===== config.mk =====
export PLATFORM = sky130hd
export DESIGN_NAME = mmac_top
export DESIGN_NICKNAME = d
export VERILOG_FILES = /design/src/mmac_pkg.sv /design/src/mmac_mask_gate.sv /design/src/mmac_top.sv
export SDC_FILE = /design/constraint.sdc
export NUM_CORES = 1
export LEC_CHECK = 0
export ABC_AREA = 0
export BUFFER_PORTS_ARGS = -buffer_cell sky130_fd_sc_hd__buf_2
export CORE_AREA = 3 3 99 101
export CTS_CLUSTER_DIAMETER = 200
export DETAILED_ROUTE_END_ITERATION = 6
export DIE_AREA = 0 0 102 104
export PLACE_DENSITY = 0.77
export SYNTH_ARGS = -nofsm -noshare
export SYNTH_HDL_FRONTEND = slang
export SYNTH_SLANG_ARGS = --single-unit

===== constraint.sdc =====
create_clock -name i_core_clk -period 4.7 [get_ports i_core_clk]
set_input_delay 0.235 -clock i_core_clk [delete_from_list [all_inputs] [get_ports i_core_clk]]
set_output_delay 0.235 -clock i_core_clk [all_outputs]
set_load 0.1 [all_outputs]

===== src/mmac_pkg.sv =====
// Package: register map, carriers and state of the mailbox mask unit
// ----------------------------------------------------------------------
// ----------------------------------------------------------------------
package mmac_pkg;

    // ------------------------------------------------------------------
    // Address layout
    // ------------------------------------------------------------------
    localparam int unsigned ADDR_W = 13;
    localparam int unsigned FRAME_SEL_BIT = 12;
    localparam logic [11:0] OFF_RAW = 12'h000;
    localparam logic [11:0] OFF_MASKED = 12'h004;
    localparam logic [11:0] OFF_FLAG_CLR = 12'h008;
    localparam logic [11:0] OFF_FLAG_SET = 12'h00C;
    localparam logic [11:0] OFF_MASK_ST = 12'h010;
    localparam logic [11:0] OFF_MASK_SET = 12'h014;
    localparam logic [11:0] OFF_MASK_CLR = 12'h018;
    localparam logic [11:0] OFF_RSVD_1C = 12'h01C;
    localparam logic [11:0] OFF_WIN_END = 12'h020;
    localparam logic [11:0] OFF_CFG = 12'hF80;
    localparam logic [11:0] OFF_RESP = 12'hF84;
    localparam logic [11:0] OFF_REQ = 12'hF88;
    localparam logic [11:0] OFF_RDY = 12'hF8C;

    // ------------------------------------------------------------------
    // Fields and reset values
    // ------------------------------------------------------------------
    localparam int unsigned FLAG_W = 32;
    localparam int unsigned COUNT_W = 7;
    localparam logic [6:0] COUNT_MAX = 7'h7C;
    localparam logic [6:0] COUNT_FALLBACK = 7'h01;
    localparam int unsigned REQ_BIT = 0;
    localparam int unsigned RDY_BIT = 0;
    localparam int unsigned OPT_BIT = 0;
    localparam logic [31:0] MASK_RST = 32'h0000_0000;
    localparam logic [31:0] RAW_RST = 32'h0000_0000;
    localparam logic [31:0] ZERO_WORD = 32'h0000_0000;
    localparam logic REQ_RST = 1'b0;
    localparam logic RDY_RST = 1'b0;

    // ------------------------------------------------------------------
    // Types
    // ------------------------------------------------------------------
    typedef enum logic [1:0] {
        ST_IDLE = 2'b01,
        ST_DONE = 2'b10
    } mmac_state_t;

    typedef struct packed {
        logic psel;
        logic penable;
        logic pwrite;
        logic [ADDR_W-1:0] paddr;
        logic [31:0] pwdata;
        logic [3:0] pstrb;
    } mmac_apb_req_t;

    typedef struct packed {
        logic [31:0] prdata;
        logic pready;
        logic pslverr;
    } mmac_apb_rsp_t;

    typedef struct packed {
        mmac_state_t state;
        logic [FLAG_W-1:0] raw;
        logic [FLAG_W-1:0] mask;
        logic req;
        logic rdy;
        logic irq;
        mmac_apb_rsp_t rsp;
    } mmac_regs_t;

endpackage : mmac_pkg


===== src/mmac_mask_gate.sv =====
// Module: per-channel gating of raw flags by the channel mask
`timescale 1ns/10ps
module mmac_mask_gate #(
    parameter int unsigned WIDTH = 32
) (
    input wire logic [WIDTH-1:0] i_raw,
    input wire logic [WIDTH-1:0] i_mask,
    output logic [WIDTH-1:0] o_masked,
    output logic o_any
);

    // ------------------------------------------------------------------
    // Gate each flag by its own mask bit
    // ------------------------------------------------------------------
    genvar g;
    generate
        for (g = 0; g < WIDTH; g++) begin : g_bit
            // Mask 0 passes the flag, mask 1 forces zero
            assign o_masked[g] = i_raw[g] & ~i_mask[g];
        end
    endgenerate

    // Combined level: any unmasked flag raised
    assign o_any = |o_masked;

endmodule : mmac_mask_gate


===== src/mmac_top.sv =====
// Module: mailbox mask, configuration and access-ready unit, APB slave
//
// Chosen here: the APB slave port.
`timescale 1ns/10ps
module mmac_top #(
    parameter logic [6:0] CHANNEL_COUNT = 7'h01,
    parameter logic BLOCKED_ERR = 1'b0
) (
    input wire logic i_core_clk,
    input wire logic i_rst_b,
    input wire mmac_pkg::mmac_apb_req_t i_apb,
    output mmac_pkg::mmac_apb_rsp_t o_apb,
    output logic o_chan_irq,
    output logic o_access_request,
    output logic o_receiver_ready
);

    // ------------------------------------------------------------------
    // Build-time constants
    // ------------------------------------------------------------------
    // Illegal counts fall back so a reserved code is never reported
    localparam logic [6:0] COUNT_REPORTED =
        (CHANNEL_COUNT == 7'h00 || CHANNEL_COUNT > mmac_pkg::COUNT_MAX)
        ? mmac_pkg::COUNT_FALLBACK : CHANNEL_COUNT;

    // Option bit is a parameter; software cannot alter it
    localparam logic RESP_OPT = BLOCKED_ERR;

    // ------------------------------------------------------------------
    // State
    // ------------------------------------------------------------------
    mmac_pkg::mmac_regs_t st_reg;
    mmac_pkg::mmac_regs_t st_next;

    // ------------------------------------------------------------------
    // Decode wires
    // ------------------------------------------------------------------
    logic recv_frame;
    logic [11:0] offset;
    logic in_window;
    logic blocked;
    logic access;
    logic [31:0] byte_mask;
    logic [31:0] wbits;
    logic [mmac_pkg::FLAG_W-1:0] masked;
    logic masked_any;

    // Frame select: receiver frame on the top address bit
    assign recv_frame = i_apb.paddr[mmac_pkg::FRAME_SEL_BIT];
    assign offset = i_apb.paddr[11:0];

    // Channel window spans the first block of offsets
    assign in_window = offset < mmac_pkg::OFF_WIN_END;

    // Sender window access while receiver cannot accept
    assign blocked = !recv_frame && in_window && !st_reg.rdy;

    // Access phase of a transfer addressed to this slave
    assign access = i_apb.psel && i_apb.penable;

    // Byte lanes honoured on writes
    assign byte_mask = {{8{i_apb.pstrb[3]}},
                        {8{i_apb.pstrb[2]}},
                        {8{i_apb.pstrb[1]}},
                        {8{i_apb.pstrb[0]}}};
    assign wbits = i_apb.pwdata & byte_mask;

    // ------------------------------------------------------------------
    // Mask gating of the raw flags
    // ------------------------------------------------------------------
    mmac_mask_gate #(
        .WIDTH(mmac_pkg::FLAG_W)
    ) u_gate (
        .i_raw(st_reg.raw),
        .i_mask(st_reg.mask),
        .o_masked(masked),
        .o_any(masked_any)
    );

    // ------------------------------------------------------------------
    // Read mux and error decode for the current address
    // ------------------------------------------------------------------
    logic [31:0] rd_data;
    logic rd_err;

    // Blocked and unmapped reads give zero; reserved bits zero-filled
    always_comb begin
        rd_data = mmac_pkg::ZERO_WORD;
        rd_err = 1'b0;
        if (blocked) begin
            rd_data = mmac_pkg::ZERO_WORD;
            rd_err = RESP_OPT;
        end else begin
            unique case (offset)
                mmac_pkg::OFF_RAW: begin
                    rd_data = st_reg.raw;
                end
                mmac_pkg::OFF_MASKED: begin
                    if (recv_frame) begin
                        rd_data = masked;
                    end else begin
                        rd_err = 1'b1;
                    end
                end
                mmac_pkg::OFF_FLAG_CLR: begin
                    // Write-only, reads as zero
                    rd_err = !recv_frame;
                end
                mmac_pkg::OFF_FLAG_SET: begin
                    // Write-only in sender frame, reserved otherwise
                    rd_data = mmac_pkg::ZERO_WORD;
                end
                mmac_pkg::OFF_MASK_ST: begin
                    if (recv_frame) begin
                        rd_data = st_reg.mask;
                    end else begin
                        rd_err = 1'b1;
                    end
                end
                mmac_pkg::OFF_MASK_SET: begin
                    rd_data = mmac_pkg::ZERO_WORD;
                    rd_err = !recv_frame;
                end
                mmac_pkg::OFF_MASK_CLR: begin
                    rd_data = mmac_pkg::ZERO_WORD;
                    rd_err = !recv_frame;
                end
                mmac_pkg::OFF_RSVD_1C: begin
                    rd_data = mmac_pkg::ZERO_WORD;
                end
                mmac_pkg::OFF_CFG: begin
                    rd_data = {25'h000_0000, COUNT_REPORTED};
                end
                mmac_pkg::OFF_RESP: begin
                    rd_data = {31'h0000_0000, RESP_OPT};
                end
                mmac_pkg::OFF_REQ: begin
                    rd_data = {31'h0000_0000, st_reg.req};
                end
                mmac_pkg::OFF_RDY: begin
                    rd_data = {31'h0000_0000, st_reg.rdy};
                end
                default: begin
                    // Unmapped address: zero data and slave error
                    rd_err = 1'b1;
                end
            endcase
        end
    end

    // ------------------------------------------------------------------
    // Write decode: one-hot strobes per writable target
    // ------------------------------------------------------------------
    logic wr_ok;
    logic [31:0] flag_set;
    logic [31:0] flag_clr;
    logic [31:0] mask_set;
    logic [31:0] mask_clr;
    logic req_we;
    logic rdy_we;

    // Write lands only on the edge that completes the transfer
    assign wr_ok = access && i_apb.pwrite && st_reg.rsp.pready && !blocked;

    // Decode of each write target; blocked writes are dropped
    always_comb begin
        flag_set = mmac_pkg::ZERO_WORD;
        flag_clr = mmac_pkg::ZERO_WORD;
        mask_set = mmac_pkg::ZERO_WORD;
        mask_clr = mmac_pkg::ZERO_WORD;
        req_we = 1'b0;
        rdy_we = 1'b0;
        if (wr_ok) begin
            unique case (offset)
                mmac_pkg::OFF_FLAG_SET: begin
                    if (!recv_frame) begin
                        flag_set = wbits;
                    end
                end
                mmac_pkg::OFF_FLAG_CLR: begin
                    if (recv_frame) begin
                        flag_clr = wbits;
                    end
                end
                mmac_pkg::OFF_MASK_SET: begin
                    if (recv_frame) begin
                        mask_set = wbits;
                    end
                end
                mmac_pkg::OFF_MASK_CLR: begin
                    if (recv_frame) begin
                        mask_clr = wbits;
                    end
                end
                mmac_pkg::OFF_REQ: begin
                    // Only the sender owns the request bit
                    req_we = !recv_frame && i_apb.pstrb[0];
                end
                mmac_pkg::OFF_RDY: begin
                    // Receiver reports readiness; sender view is read-only
                    rdy_we = recv_frame && i_apb.pstrb[0];
                end
                default: begin
                    // Read-only and reserved words ignore writes
                    req_we = 1'b0;
                end
            endcase
        end
    end

    // ------------------------------------------------------------------
    // Next-state logic
    // ------------------------------------------------------------------
    // Bus answers after one wait state so every output stays registered
    always_comb begin
        st_next = st_reg;

        // Flags: set wins when set and clear meet on the same bit
        st_next.raw = (st_reg.raw & ~flag_clr) | flag_set;

        // Mask: write-one-to-set and write-one-to-clear
        st_next.mask = (st_reg.mask | mask_set) & ~mask_clr;

        // Request bit, bit 0 only; upper bits discarded
        if (req_we) begin
            st_next.req = wbits[mmac_pkg::REQ_BIT];
        end

        // Ready bit, bit 0 only
        if (rdy_we) begin
            st_next.rdy = wbits[mmac_pkg::RDY_BIT];
        end

        // Combined channel interrupt from the gated flags
        st_next.irq = masked_any;

        unique case (st_reg.state)
            mmac_pkg::ST_IDLE: begin
                st_next.rsp.pready = 1'b0;
                st_next.rsp.pslverr = 1'b0;
                st_next.rsp.prdata = mmac_pkg::ZERO_WORD;
                if (access) begin
                    // Capture the answer; writes read back as zero
                    st_next.state = mmac_pkg::ST_DONE;
                    st_next.rsp.pready = 1'b1;
                    st_next.rsp.pslverr = rd_err;
                    if (!i_apb.pwrite) begin
                        st_next.rsp.prdata = rd_data;
                    end
                end
            end
            mmac_pkg::ST_DONE: begin
                // Master samples the answer on this edge
                st_next.state = mmac_pkg::ST_IDLE;
                st_next.rsp.pready = 1'b0;
                st_next.rsp.pslverr = 1'b0;
                st_next.rsp.prdata = mmac_pkg::ZERO_WORD;
            end
            default: begin
                // Illegal code: return to idle with a quiet bus
                st_next.state = mmac_pkg::ST_IDLE;
                st_next.rsp.pready = 1'b0;
                st_next.rsp.pslverr = 1'b0;
                st_next.rsp.prdata = mmac_pkg::ZERO_WORD;
            end
        endcase
    end

    // ------------------------------------------------------------------
    // State register
    // ------------------------------------------------------------------
    // Synchronous active-low reset to fixed constants
    always_ff @(posedge i_core_clk) begin
        if (!i_rst_b) begin
            st_reg.state <= mmac_pkg::ST_IDLE;
            st_reg.raw <= mmac_pkg::RAW_RST;
            st_reg.mask <= mmac_pkg::MASK_RST;
            st_reg.req <= mmac_pkg::REQ_RST;
            st_reg.rdy <= mmac_pkg::RDY_RST;
            st_reg.irq <= 1'b0;
            st_reg.rsp.prdata <= mmac_pkg::ZERO_WORD;
            st_reg.rsp.pready <= 1'b0;
            st_reg.rsp.pslverr <= 1'b0;
        end else begin
            st_reg <= st_next;
        end
    end

    // ------------------------------------------------------------------
    // Outputs, all straight from the state register
    // ------------------------------------------------------------------
    assign o_apb = st_reg.rsp;
    assign o_chan_irq = st_reg.irq;
    assign o_access_request = st_reg.req;
    assign o_receiver_ready = st_reg.rdy;

endmodule : mmac_top


==> flow_metrics.tcl <==
set metrics [dict create \
    status "finished, final reports clean" \
    crit_start "i_apb[41]" \
    grt_pass1_vias 4351 \
    timing.final.max_slew_violations 0 \
    synth_seq_cells 103 \
    syn2layout_area_growth_pct 7.99 \
    setup_tns_ns 0 \
    place_hpwl_um 8520 \
    period_needed_ns 2.68 \
    layout.nets 641 \
    cp.required_ns 4.92 \
    die_x_um 102 \
    hold_start "i_apb[9]" \
    first_pass_iters 5 \
    yosysWarningCount 0 \
    rsz0062_at_grt "false" \
    ctsResizeCount 0 \
    fp.dieArea_um2 10600 \
    io_buffers 90 \
    final_area_um2 5260 \
    synth_area_per_cell_um2 8.62 \
    setup_violations 0 \
    p_int_mw 1.13 \
    place_congestion 0.855 \
    syn_inst 565 \
    wl_um 13200 \
    rows 35 \
    initial_core_util_pct 53.5 \
    cts_tree "done" \
    clk-insertion-delay-late_ns 0.36 \
    wire_per_inst_um 18.8 \
    dpl_cell_area_um2 5060 \
    slew_headroom_pct 22.3 \
    post-place-ws_ns 1.81 \
    async_flop_share_pct 0 \
    cts_root_buf "clkbuf_8" \
    io_pins 91 \
    n_antenna_cell 0 \
    timing.final.crit_share_pct 57.0 \
    crit_arrival_ns 2.90 \
    max_clock_freq_mhz 373 \
    synth_edf_count 0 \
    antenna_found_initial 0 \
    tightest_slew_ns 1.17 \
    holdBufCountCts 0 \
    grt_max_degree 53 \
    cts.sinks 103 \
    core-area_um2 9110 \
    p_per_area_nw_per_um2 290 \
    setup_slack_ns 2.02 \
    p_clk_share_pct 36.4 \
    syn-num-nets 619 \
    routed_via_density 6.52 \
    p_switching_mw 0.391 \
    ir_drop_mv 0.172 \
    slowest_stage "nand4_1" \
    p_leak_nw 1.86 \
    drtIter0Drc 417 \
    final_layout_size_suffix_gt1_share_pct 21.8 \
    synth.distinct_cells 47 \
    overflow 0 \
    path_class "input port to register" \
    grt_pass1_wl_um 21500 \
    clk_pin_slew_ns 0.10 \
    end_kind "register" \
    crit_path_cell_trace "buf_2 > nor4_1 > nand4_1 > o311ai_0 > o21ai_0" \
    drc 0 \
    hold_viol 0 \
    num_vias 4584 \
    die_y_um 104 \
    cts_setup_buffers 0 \
    grtUsageTotal_pct 25.2 \
    slowest_delay_ns 1.00 \
    pwr-share-seq_pct 57.4 \
    synth_flop_cell "dfxtp_1" \
    timing.rr.start "o_apb[1]" \
    cap_violations 0 \
    fin_skew_ns 0.00902 \
    hold_class "input port to register" \
    crit_path_max_fanout 25 \
    syn_area_um2 4870 \
    swShare_pct 25.6 \
    num-fill-cells 826 \
    postRouteAntennaNets 0 \
    htreeDepth 3 \
    cp-start-kind "input port" \
    seq_area_frac_synth_pct 42.3 \
    power_frac_comb_pct 6.2 \
    largest_reg_flops 66 \
    cts_buffers 9 \
    cts_buffer_depth 2 \
]
## layout by cell type (no fill, tap or decap), types with 5 or more instances in the layout
master / count
a21oi_1: 6
a31o_2: 8
a31oi_1: 13
a32oi_1: 30
and3_1: 9
and4_1: 6
buf_2: 90
buf_4: 5
clkbuf_8: 11
dfxtp_1: 103
inv_1: 21
nand2_1: 34
nand2b_1: 18
nand4_1: 5
nor2_1: 40
nor3_1: 32
nor4_1: 5
o2111ai_1: 7
o21ai_0: 56
o221a_1: 14
o221a_2: 6
o311ai_0: 25
## kinds of logic (layout without fill, tap and decap cells)
logic type / after synthesis / after routing / share of synthesized area [%]
compound gates: 189 / 189 / 29.4
buf+inv: 106 / 133 / 10.9
flops: 103 / 103 / 42.3
simple gates: 167 / 167 / 17.4
## path summary, 6_finish.rpt
path                                   end  slack (ns)  cells after the start
worst max register to register  st_reg[48]        2.71                      4
worst min register to register    o_apb[1]        0.42                      1
worst max-delay path            st_reg[91]        2.02                      5
worst min-delay path            st_reg[74]        0.14                      2
## Yosys cell counts, types with 2 or more instances
library cell / n / share of area [%]
dfxtp_1: 103 / 42
o21ai_0: 56 / 5.8
clkbuf_1: 43 / 3.3
nor2_1: 40 / 3.1
buf_4: 34 / 5.2
nand2_1: 34 / 2.6
nor3_1: 32 / 3.3
a32oi_1: 30 / 5.4
o311ai_0: 25 / 4.5
inv_1: 21 / 1.6
nand2b_1: 18 / 2.3
o221a_1: 14 / 3.2
a31oi_1: 13 / 1.7
and3_1: 9 / 1.2
a31o_2: 8 / 1.4
nor4_1: 7 / 0.90
o2111ai_1: 7 / 1.3
a21oi_1: 6 / 0.62
and4_1: 6 / 1.1
o221a_2: 6 / 1.4
nand4_1: 5 / 0.64
a211oi_1: 4 / 0.62
a41oi_1: 4 / 0.72
buf_1: 4 / 0.31
o22ai_1: 4 / 0.51
a311oi_1: 3 / 0.54
buf_2: 3 / 0.31
or3_1: 3 / 0.39
a21o_1: 2 / 0.31
and2_1: 2 / 0.26
nand3_1: 2 / 0.21
nor2b_1: 2 / 0.26
## layout make-up
type	count	area [um^2]	share of cell area, %
clock inverter	5	45.0	0.856
multi-input combinational	356	2290	43.6
clock buffer	11	151	2.88
tap	111	139	2.64
inverter	22	82.6	1.57
sequential	103	2060	39.2
timing repair buffer	95	488	9.27
## power groups by stage
stage | Combinational, mW | Sequential [mW] | Clock, mW
2_1_floorplan | 0.0517 | 0.894 | 0
5_1_grt | 0.104 | 0.874 | 0.593
3_5_place_dp | 0.0926 | 0.894 | 0
6_report | 0.0947 | 0.874 | 0.555
3_3_place_gp | 0.0905 | 0.894 | 0
4_1_cts | 0.0931 | 0.874 | 0.562
## routing by layer
layer  up-vias  track usage, %  wire, um
met5         -               0         0
met2       229            38.7      6210
met1      2167            35.7      5750
met4         0            9.47       231
li1       2165               -         -
met3        23            3.69      1040
## worst max-delay path, delay by kind of cell
kind / cells / cell delay, ns
AND/OR/NAND/NOR: 2 / 1.63
buffers and inverters: 1 / 0.11
AO/OA/AOI/OAI: 2 / 0.92
## stage by stage
stage,utilization (%),power [mW],instances,hold slack [ns]
floorplan,-,0.946,565,0.387
global placement,55.6,0.985,687,0.397
detailed placement,55.6,0.987,687,0.409
CTS,57.8,1.53,703,0.132
global route,57.8,1.57,703,0.145
finish,57.8,1.52,703,0.145
Note: power is estimated with default switching activity, not from simulation.
